File: src/ssior_pkg.sv
// What this block does
// error code register holds only 0 to 255
// error code zero means scale has no error
// status bit 0: net exceeds one register
// status bit 1: gross exceeds one register
// status bit 2: flow exceeds one register
// bits 3,4,5: good zero display, gross, net
// bit 6 one in net, zero gross
// bit 11 set while flow rate displayed
// bit 12 set when net exceeds six digits
// bit 13 set when gross exceeds six digits
// master trusts weights only with zero error
// per scale input signal in mV/V readable
// analog output registers rounded to thousandths
// input word a: 11-18 low, 21-28 high
// input word b: 31-38 low, 41-48 high
// input word c: 51-58 low, 61-68 high
// output word a: 11-18 low, 21-28 high
// status bits 8,9,10,14,15 read zero
package ssior_pkg;
   localparam int          SCALE_COUNT      = 6;
   localparam int          AOUT_COUNT       = 4;
   localparam int          DIN_COUNT        = 48;
   localparam int          DOUT_COUNT       = 16;
   localparam int          WORD_W           = 16;
   localparam int          ADDR_W           = 16;
   localparam int          VALUE_W          = 32;
   localparam int          ERR_W            = 8;
   // register map, scale s at SCALE_BASE + s * SCALE_STRIDE
   localparam logic [15:0] SCALE_BASE       = 16'h0000;
   localparam logic [15:0] SCALE_STRIDE     = 16'h0010;
   localparam logic [3:0]  OFS_ERROR        = 4'h0;
   localparam logic [3:0]  OFS_STATUS       = 4'h1;
   localparam logic [3:0]  OFS_GROSS_HI     = 4'h2;
   localparam logic [3:0]  OFS_GROSS_LO     = 4'h3;
   localparam logic [3:0]  OFS_NET_HI       = 4'h4;
   localparam logic [3:0]  OFS_NET_LO       = 4'h5;
   localparam logic [3:0]  OFS_FLOW_HI      = 4'h6;
   localparam logic [3:0]  OFS_FLOW_LO      = 4'h7;
   localparam logic [3:0]  OFS_SIGNAL_HI    = 4'h8;
   localparam logic [3:0]  OFS_SIGNAL_LO    = 4'h9;
   localparam logic [15:0] AOUT_BASE        = 16'h0100;
   localparam logic [15:0] INPUT_STATUS_A   = 16'h0110;
   localparam logic [15:0] INPUT_STATUS_B   = 16'h0111;
   localparam logic [15:0] INPUT_STATUS_C   = 16'h0112;
   localparam logic [15:0] OUTPUT_STATUS_A  = 16'h0113;
   // scale status word bit positions
   localparam int          ST_NET_INT_OVF   = 0;
   localparam int          ST_GROSS_INT_OVF = 1;
   localparam int          ST_FLOW_INT_OVF  = 2;
   localparam int          ST_ZERO_DISP     = 3;
   localparam int          ST_ZERO_GROSS    = 4;
   localparam int          ST_ZERO_NET      = 5;
   localparam int          ST_NET_MODE      = 6;
   localparam int          ST_MOTION        = 7;
   localparam int          ST_FLOW_DISPLAY  = 11;
   localparam int          ST_NET_DIGITS    = 12;
   localparam int          ST_GROSS_DIGITS  = 13;
   // six-digit limit and rounding divisor for analog values
   localparam logic [31:0] DIGIT_LIMIT      = 32'h000F_423F;
   localparam logic [31:0] AOUT_HALF        = 32'h0000_0005;
   localparam logic [31:0] AOUT_DIV         = 32'h0000_000A;
   localparam logic [15:0] RESET_WORD       = 16'h0000;
   localparam logic [31:0] RESET_VALUE      = 32'h0000_0000;
endpackage

File: src/ssior_regs.sv
`timescale 1ns/1ps
module ssior_regs (
   input  wire logic                                   core_clk,
   input  wire logic                                   rst_n,
   // per scale measurements from the weighing logic
   input  wire logic [ssior_pkg::SCALE_COUNT*8-1:0]    scale_error,
   input  wire logic [ssior_pkg::SCALE_COUNT*32-1:0]   scale_gross,
   input  wire logic [ssior_pkg::SCALE_COUNT*32-1:0]   scale_net,
   input  wire logic [ssior_pkg::SCALE_COUNT*32-1:0]   scale_flow,
   input  wire logic [ssior_pkg::SCALE_COUNT*32-1:0]   scale_signal,
   input  wire logic [ssior_pkg::SCALE_COUNT-1:0]      scale_zero_disp,
   input  wire logic [ssior_pkg::SCALE_COUNT-1:0]      scale_zero_gross,
   input  wire logic [ssior_pkg::SCALE_COUNT-1:0]      scale_zero_net,
   input  wire logic [ssior_pkg::SCALE_COUNT-1:0]      scale_net_mode,
   input  wire logic [ssior_pkg::SCALE_COUNT-1:0]      scale_motion,
   input  wire logic [ssior_pkg::SCALE_COUNT-1:0]      scale_flow_display,
   // analog drive values in ten-thousandths
   input  wire logic [ssior_pkg::AOUT_COUNT*32-1:0]    aout_value,
   // digital input pins and output drive levels
   input  wire logic [ssior_pkg::DIN_COUNT-1:0]        din_pin,
   input  wire logic [ssior_pkg::DOUT_COUNT-1:0]       dout_level,
   // register read port
   input  wire logic                                   rd_req,
   input  wire logic [ssior_pkg::ADDR_W-1:0]           rd_addr,
   output logic                                        rd_ack,
   output logic                                        rd_err,
   output logic      [ssior_pkg::WORD_W-1:0]           rd_data
);

   localparam int NS = ssior_pkg::SCALE_COUNT;
   localparam int NA = ssior_pkg::AOUT_COUNT;

   // true when a signed value does not fit one 16-bit register
   function automatic logic int_overflow(input logic [31:0] v);
      int_overflow = !((v[31:15] == 17'h0_0000) || (v[31:15] == 17'h1_FFFF));
   endfunction

   // true when the magnitude needs more than six digits
   function automatic logic over_digits(input logic [31:0] v);
      logic [31:0] mag;
      mag = v[31] ? (32'h0000_0000 - v) : v;
      over_digits = (mag > ssior_pkg::DIGIT_LIMIT);
   endfunction

   // round ten-thousandths to thousandths, half away from zero
   function automatic logic [31:0] round_milli(input logic [31:0] v);
      logic [31:0] mag;
      logic [31:0] q;
      mag = v[31] ? (32'h0000_0000 - v) : v;
      q = (mag + ssior_pkg::AOUT_HALF) / ssior_pkg::AOUT_DIV;
      round_milli = v[31] ? (32'h0000_0000 - q) : q;
   endfunction

   logic [15:0] err_q      [NS];
   logic [15:0] stat_q     [NS];
   logic [31:0] gross_q    [NS];
   logic [31:0] net_q      [NS];
   logic [31:0] flow_q     [NS];
   logic [31:0] signal_q   [NS];
   logic [15:0] next_err   [NS];
   logic [15:0] next_stat  [NS];
   logic [31:0] aout_q     [NA];
   logic [31:0] next_aout  [NA];

   // per scale status word and error code assembly
   genvar s;
   generate
      for (s = 0; s < NS; s++) begin : g_scale
         always_comb begin
            next_err[s] = {8'h00, scale_error[s*8 +: 8]};
            next_stat[s] = ssior_pkg::RESET_WORD;
            next_stat[s][ssior_pkg::ST_NET_INT_OVF] = int_overflow(scale_net[s*32 +: 32]);
            next_stat[s][ssior_pkg::ST_GROSS_INT_OVF] = int_overflow(scale_gross[s*32 +: 32]);
            next_stat[s][ssior_pkg::ST_FLOW_INT_OVF] = int_overflow(scale_flow[s*32 +: 32]);
            next_stat[s][ssior_pkg::ST_ZERO_DISP] = scale_zero_disp[s];
            next_stat[s][ssior_pkg::ST_ZERO_GROSS] = scale_zero_gross[s];
            next_stat[s][ssior_pkg::ST_ZERO_NET] = scale_zero_net[s];
            next_stat[s][ssior_pkg::ST_NET_MODE] = scale_net_mode[s];
            next_stat[s][ssior_pkg::ST_MOTION] = scale_motion[s];
            next_stat[s][ssior_pkg::ST_FLOW_DISPLAY] = scale_flow_display[s];
            next_stat[s][ssior_pkg::ST_NET_DIGITS] = over_digits(scale_net[s*32 +: 32]);
            next_stat[s][ssior_pkg::ST_GROSS_DIGITS] = over_digits(scale_gross[s*32 +: 32]);
         end

         // snapshot of every scale value, one word set per cycle
         always_ff @(posedge core_clk) begin
            if (!rst_n) begin
               err_q[s]    <= ssior_pkg::RESET_WORD;
               stat_q[s]   <= ssior_pkg::RESET_WORD;
               gross_q[s]  <= ssior_pkg::RESET_VALUE;
               net_q[s]    <= ssior_pkg::RESET_VALUE;
               flow_q[s]   <= ssior_pkg::RESET_VALUE;
               signal_q[s] <= ssior_pkg::RESET_VALUE;
            end else begin
               err_q[s]    <= next_err[s];
               stat_q[s]   <= next_stat[s];
               gross_q[s]  <= scale_gross[s*32 +: 32];
               net_q[s]    <= scale_net[s*32 +: 32];
               flow_q[s]   <= scale_flow[s*32 +: 32];
               signal_q[s] <= scale_signal[s*32 +: 32];
            end
         end
      end
   endgenerate

   // analog output values rounded to thousandths
   genvar a;
   generate
      for (a = 0; a < NA; a++) begin : g_aout
         always_comb begin
            next_aout[a] = round_milli(aout_value[a*32 +: 32]);
         end

         always_ff @(posedge core_clk) begin
            if (!rst_n) begin
               aout_q[a] <= ssior_pkg::RESET_VALUE;
            end else begin
               aout_q[a] <= next_aout[a];
            end
         end
      end
   endgenerate

   // two-stage synchroniser for input pins, output levels registered
   logic [47:0] din_meta;
   logic [47:0] din_sync;
   logic [15:0] dout_q;

   always_ff @(posedge core_clk) begin
      if (!rst_n) begin
         din_meta <= 48'h0000_0000_0000;
         din_sync <= 48'h0000_0000_0000;
         dout_q   <= ssior_pkg::RESET_WORD;
      end else begin
         din_meta <= din_pin;
         din_sync <= din_meta;
         dout_q   <= dout_level;
      end
   end

   // read decode
   logic        next_ack;
   logic        next_err_flag;
   logic [15:0] next_data;
   logic [15:0] scale_rel;
   logic [15:0] aout_rel;
   int unsigned sidx;
   int unsigned aidx;

   always_comb begin
      next_ack      = rd_req;
      next_err_flag = 1'b0;
      next_data     = ssior_pkg::RESET_WORD;
      scale_rel     = rd_addr - ssior_pkg::SCALE_BASE;
      aout_rel      = rd_addr - ssior_pkg::AOUT_BASE;
      sidx          = 32'(scale_rel[15:4]);
      aidx          = 32'(aout_rel[15:1]);
      if (rd_req) begin
         if (rd_addr >= ssior_pkg::SCALE_BASE && sidx < NS) begin
            unique case (scale_rel[3:0])
               ssior_pkg::OFS_ERROR:     next_data = err_q[sidx];
               ssior_pkg::OFS_STATUS:    next_data = stat_q[sidx];
               ssior_pkg::OFS_GROSS_HI:  next_data = gross_q[sidx][31:16];
               ssior_pkg::OFS_GROSS_LO:  next_data = gross_q[sidx][15:0];
               ssior_pkg::OFS_NET_HI:    next_data = net_q[sidx][31:16];
               ssior_pkg::OFS_NET_LO:    next_data = net_q[sidx][15:0];
               ssior_pkg::OFS_FLOW_HI:   next_data = flow_q[sidx][31:16];
               ssior_pkg::OFS_FLOW_LO:   next_data = flow_q[sidx][15:0];
               ssior_pkg::OFS_SIGNAL_HI: next_data = signal_q[sidx][31:16];
               ssior_pkg::OFS_SIGNAL_LO: next_data = signal_q[sidx][15:0];
               default:                  next_err_flag = 1'b1;
            endcase
         end else if (rd_addr >= ssior_pkg::AOUT_BASE && aidx < NA) begin
            next_data = aout_rel[0] ? aout_q[aidx][15:0] : aout_q[aidx][31:16];
         end else if (rd_addr == ssior_pkg::INPUT_STATUS_A) begin
            next_data = din_sync[15:0];
         end else if (rd_addr == ssior_pkg::INPUT_STATUS_B) begin
            next_data = din_sync[31:16];
         end else if (rd_addr == ssior_pkg::INPUT_STATUS_C) begin
            next_data = din_sync[47:32];
         end else if (rd_addr == ssior_pkg::OUTPUT_STATUS_A) begin
            next_data = dout_q;
         end else begin
            next_err_flag = 1'b1;
         end
      end
   end

   // registered answer, one cycle after the request
   always_ff @(posedge core_clk) begin
      if (!rst_n) begin
         rd_ack  <= 1'b0;
         rd_err  <= 1'b0;
         rd_data <= ssior_pkg::RESET_WORD;
      end else begin
         rd_ack  <= next_ack;
         rd_err  <= next_err_flag;
         rd_data <= next_data;
      end
   end

endmodule // ssior_regs

File: config.mk
export PLATFORM = sky130hd
export DESIGN_NAME = ssior_regs
export DESIGN_NICKNAME = d
export VERILOG_FILES = /design/src/ssior_pkg.sv /design/src/ssior_regs.sv
export SDC_FILE = /design/constraint.sdc
export NUM_CORES = 2
export LEC_CHECK = 0
export BUFFER_PORTS_ARGS = -buffer_cell sky130_fd_sc_hd__buf_2
export CAP_MARGIN = 10
export CORE_AREA = 10 10 407 409
export DETAILED_ROUTE_END_ITERATION = 10
export DIE_AREA = 0 0 417 419
export PLACE_DENSITY = 0.81
export SYNTH_ARGS = -nofsm -noshare
export SYNTH_HDL_FRONTEND = slang
export SYNTH_SLANG_ARGS = --single-unit
File: constraint.sdc
create_clock -name core_clk -period 31.1 [get_ports core_clk]
set_clock_uncertainty 0.05 [all_clocks]
set_input_delay 1.555 -clock core_clk [delete_from_list [all_inputs] [get_ports core_clk]]
set_output_delay 1.555 -clock core_clk [all_outputs]
set_load 0.03 [all_outputs]
# Word-level counts from Yosys, hierarchy flattened

Memory sizes are Yosys's and may differ from the RTL's.
Index checks and enable logic that the tools add are counted.

$add $sub $neg: 25
Multipliers: 0
Divide/modulo/power cells: 4
Magnitude comparators: 16
Equality and inequality tests: 31
Shift operators: 0
Mux-type cells: 77
Bitwise operators: 40
Reductions and logical operators: 59

Operators with widths:

| cell                  | number |
|---|---|
| $mux 32               | 48 |
| $sub 1x32->32 const A | 20 |
| $gt 32x20->1 const B  | 12 |
| $eq 17x17->1 const B  | 18 |
| $logic_not 17->1      | 18 |
| $pmux 16 s10          | 1 |
| $add 32x3->32 const B | 4 |
| $div 32x4->32 const B | 4 |
| $mux 16               | 7 |
| $mux 11               | 6 |
| $eq 16x9->1 const B   | 4 |
| $mux 8                | 6 |
| $or 1x1->1            | 40 |
| $logic_not 1->1       | 18 |
| $logic_or 1x1->1      | 18 |
| $eq 4x3->1 const B    | 4 |
| $ge 16x1->1 const B   | 1 |
| $ge 16x9->1 const B   | 1 |
| $sub 16x9->16 const B | 1 |
| $lt 15x3->1 const B   | 1 |
| $lt 12x3->1 const B   | 1 |
| $reduce_or 10->1      | 1 |
| $mux 1                | 9 |
| $eq 4x2->1 const B    | 2 |
| 5 further kinds       | 7 |

Register bits: 130
Latch bits: 0
RAM bits: 1,010
ROM bits: 0
Input port bits: 1,063
Output and inout port bits: 18
Word-level logic and storage cells: 265
Memories kept: 7

Memory list:

| name            | depth | bits a word | rd ports | clocked after Yosys merged registers in | wr ports | RTL line         | RTL |
|---|---|---|---|---|---|---|---|
| flow_q          | 6     | 32          | 1        | 0                                       | 6        | ssior_regs.sv:58 | `logic [31:0] flow_q [NS];` |
| gross_q         | 6     | 32          | 1        | 0                                       | 6        | ssior_regs.sv:56 | `logic [31:0] gross_q [NS];` |
| net_q           | 6     | 32          | 1        | 0                                       | 6        | ssior_regs.sv:57 | `logic [31:0] net_q [NS];` |
| signal_q        | 6     | 32          | 1        | 0                                       | 6        | ssior_regs.sv:59 | `logic [31:0] signal_q [NS];` |
| aout_q          | 4     | 32          | 1        | 0                                       | 4        | ssior_regs.sv:62 | `logic [31:0] aout_q [NA];` |
| stat_q          | 6     | 11          | 1        | 0                                       | 6        | ssior_regs.sv:55 | `logic [15:0] stat_q [NS];` |
| 1 more memories | --    | --          | --       | --                                      | --       | --               |  |

# Depth between registers and ports, before layout

Depth after elaboration: 7
Depth in mapped cells: 65
Depth with buffers taken out: 53

# Worst setup path after synthesis

Ideal clock, no wire load.

Path kind: input -> register
From: input aout_value[95] (netlist name)
To: memory aout_q[2][8]
Setup time: 128 ps
Data arrival time: 15,153 ps
Required time: 30,922 ps
Slack: 15,770 ps
Stages: 61
Buffers on the path: 12
Cell sequence: clkbuf_1 > clkbuf_1 > buf_1 > buf_2 > buf_2 > nand2_1 > o21ai_0 > ha_1 > o221ai_1 > or2_2 > buf_6 > nor4_1 > nand4_1 > xnor2_1 > o21ai_1 > a221oi_1 > o31ai_1 > nor3_1 > [25 not listed] > o41ai_2 > o31a_1 > buf_4 > nor4_1 > a2111o_1 > a32oi_1 > nand3_2 > xnor2_1 > o21ai_1 > maj3_1 > or2_1 > and2_1 > ha_1 > nand2_1 > buf_6 > o31ai_1 > xnor2_1 > nor2_1

RTL lines:

| what            | RTL line         | RTL |
|---|---|---|
| start, declared | ssior_regs.sv:18 | `input wire logic [ssior_pkg::AOUT_COUNT*32-1:0] aout_value,` |
| end, declared   | ssior_regs.sv:62 |  |

==> impl_metrics.toml <==
[synth]
netlist_instances = 9266
synth_nets = 10400
synth-seq-cells = 1140
synth_edf_count = 0
synthArstFlopShare = 0
avgSynthCellArea_um2 = 8.29
yosysSeqAreaShare = 0.297
synth_cell_types = 153
ys.flop_type = "dfxtp_1"
synth_warnings = 0
netlist_area_um2 = 76800

[global_route]
grt_pass1_vias = 73900
grt_pass1_wl_mm = 500
grt.overflow.total = 0
antenna_found_initial = 182
grt_start_max_net_pins = 164
grtUsageTotal = 0.376

[sta]
hold_viol = 0
finalSetupViolations = 0
min_period_ns = 19.84
fin_crit_sh = 0.638
fmax_ghz = 0.0504
drv_slew = 0
rsz0062_at_grt = "false"
fin_setup_tns_ns = 0
worst_pin_slew_ns = 1.25
slew_headroom = 0.155

[power]
p_leak_nw = 33.7
p_per_area_nw_per_um2 = 113
seqPwrFrac = 0.167
power_frac_comb = 0.681
p_int_w = 0.00482
power_w = 0.00995
p_sw_w = 0.00514
vdd_drop_max_uv = 195
clkPwrFrac = 0.152
p_sw_frac = 0.516

[layout]
drive_gt1_frac = 0.191
syn2layout_area_growth_pct = 14.3
design_area_um2 = 87800
fin_util = 0.558
finalNetCount = 11100

[worst_hold_path]
holdPathStages = 1
hold_path.class = "register to register"

[drt]
wl_per_cell_um = 28.5
drt-initial-drc-count = 10700
drt_first_pass_iters = 9
drc = 0
finalWirelength_mm = 351
drt-vias-per-instance = 6.57
routed-via-count = 80900
postRouteAntennaNets = 0

[floorplanning]
start_util = 0.488
core_area_um2 = 157000
num_io_pins = 1081
die_h_um = 419
dieArea_um2 = 175000
rows = 146
die_x_um = 417

[clocking]
cts_tree = "built"
cts_setup_buffers = 0
ctsHoldBuffers = 0
cts_max_path_buffers = 3
clk_latency_ns = 0.84
cts_sinks = 1140
path_clk_slew_ns = 0.06
cts_root_buffer = "clkbuf_16"
htree_levels = 3
cts_resized = 0
numCtsBuffers = 118

[setup_path]
cp_slowest_stage_delay_ns = 0.91
critPathRequiredTime_ns = 31.62
critPathMaxFanout = 29
reg2regPathDepth = 7
arrival_ns = 20.36
cpMaxStageDelayCell = "a22o_1"
cp-end-kind = "register"
worstSetupPathType = "input port to register"
setup.worst_path.start_class = "input port"

[placement]
place_area_um2 = 83200
gp_congestion = 1.04
portBuffers = 1080
dp_hpwl_mm = 280

[run_status]
status = "complete, no violations"

[flow_run]
maxCapViolations = 0
final cells by class:
class,instances,area [um^2]
fill,14300,69600
multi-input combinational,7433,51100
sequential,1140,22800
timing repair buffer,1184,6220
clock buffer,163,3420
tap,2072,2590
clock inverter,58,806
inverter,125,474
antenna,138,345
registers in the layout (all words and copies together), names as in the netlist:
| name | cells |
|---|---|
| din_meta | 48 |
| aout_q | 128 |
| net_q | 192 |
| flow_q | 192 |
| stat_q | 66 |
| signal_q | 192 |
| rd_err | 1 |
| dout_q | 16 |
| rd_data | 16 |
| err_q | 48 |
| gross_q | 192 |
| din_sync | 48 |
| rd_ack | 1 |
metrics by stage:
| step | worst slack (ns) | instances | hold slack (ns) |
|---|---|---|---|
| final | 11.26 | 12300 | 0.308 |
| after global routing | 10.01 | 12300 | 0.317 |
| after CTS | 11.67 | 12200 | 0.292 |
| after detailed placement | 11.00 | 12000 | 0.369 |
| after global placement | 10.92 | 12000 | 0.362 |
| after floorplan | 15.77 | 9266 | 0.362 |
worst max-delay path, delay by kind of cell:
kind | cells | cell delay (ns)
xor gates and xnor gates | 3 | 1.17
muxes | 3 | 1.50
buffers and inverters | 4 | 0.69
AOI/OAI and AO/OA | 23 | 8.72
adders and majority gates | 1 | 0.22
and+or+nand+nor | 17 | 6.46
kinds of logic (layout without fill, tap and decap cells):
logic type | after synthesis | after routing | synth area share
adder cells (fa/ha/maj) | 43 | 43 | 0.00668
buffers and inverters | 693 | 1530 | 0.0386
XOR/XNOR | 526 | 526 | 0.0610
flip-flops | 1140 | 1140 | 0.297
AND/OR/NAND/NOR | 4061 | 4061 | 0.282
other | 0 | 138 | 0
AO/OA/AOI/OAI | 2351 | 2351 | 0.223
multiplexers | 452 | 452 | 0.0917
power by group through the flow:
stage | registers, W | logic, W | clock network [W]
6_report | 0.00166 | 0.00677 | 0.00152
5_1_grt | 0.00167 | 0.00731 | 0.00158
4_1_cts | 0.00166 | 0.00659 | 0.00152
3_5_place_dp | 0.00169 | 0.00655 | 0
3_3_place_gp | 0.00169 | 0.00649 | 0
2_1_floorplan | 0.00165 | 0.00517 | 0
synth_stat cells (35+ instances only):
library cell	instances	area share
or2_2	37	0.0030
mux4_2	196	0.057
a32oi_1	64	0.0073
o221ai_1	38	0.0043
xnor2_1	315	0.036
buf_2	73	0.0048
o2111ai_1	40	0.0046
o21a_1	48	0.0047
dfxtp_1	1140	0.30
nor4_1	163	0.013
nand2_1	804	0.039
a21oi_1	345	0.022
and2_1	981	0.080
nor2_1	679	0.033
nand4_1	157	0.013
mux2i_1	217	0.028
nor3_1	362	0.024
nand3_1	265	0.017
o21ai_1	47	0.0031
or3_1	157	0.013
a221oi_1	35	0.0040
o22ai_1	118	0.0096
a211oi_1	116	0.011
clkbuf_1	387	0.019
o211ai_1	100	0.0098
nand2b_1	74	0.0060
o31ai_1	103	0.010
buf_1	56	0.0027
xor2_1	201	0.023
inv_1	121	0.0059
and3_1	65	0.0053
a31oi_1	106	0.0086
o21ai_0	472	0.031
a41oi_1	36	0.0041
or4_1	59	0.0058
o41ai_1	56	0.0064
a21o_1	47	0.0046
path summary, 6_finish.rpt:
check / start / to / slack (ns)
hold / removal: din_meta[8] / din_sync[8] / 0.31
setup reg to reg: signal_q[0][6] / rd_data[6] / 27.57
hold reg to reg: din_meta[8] / din_sync[8] / 0.31
setup / recovery: aout_value[4] / aout_q[0][28] / 11.26
per-layer routing:
| metal | global-route usage | wire (um) | vias to the layer above |
|---|---|---|---|
| met4 | 0.264 | 28400 | 46 |
| met1 | 0.469 | 136000 | 38800 |
| met2 | 0.566 | 151000 | 4914 |
| met3 | 0.0946 | 35300 | 971 |
| met5 | 0 | 298 | - |
| li1 | - | - | 36200 |
cell usage in the layout (no fill, tap or decap), drive strengths merged, types with 65 or more instances in the layout:
master  instances
xor2          202
o22ai         123
a32oi          67
o21ai         524
nor2          689
nor4          183
nand2         806
a31oi         109
and3           66
nand2b         74
o31ai         113
buf          1182
or4            67
mux2i         220
nand4         158
dfxtp        1140
a211oi        132
xnor2         323
or3           158
o41ai          65
a21oi         356
o211ai        106
inv           131
mux4          196
clkbuf        165
nor3          378
nand3         276
diode         138
and2          988
(Power assumes the default switching activity.)
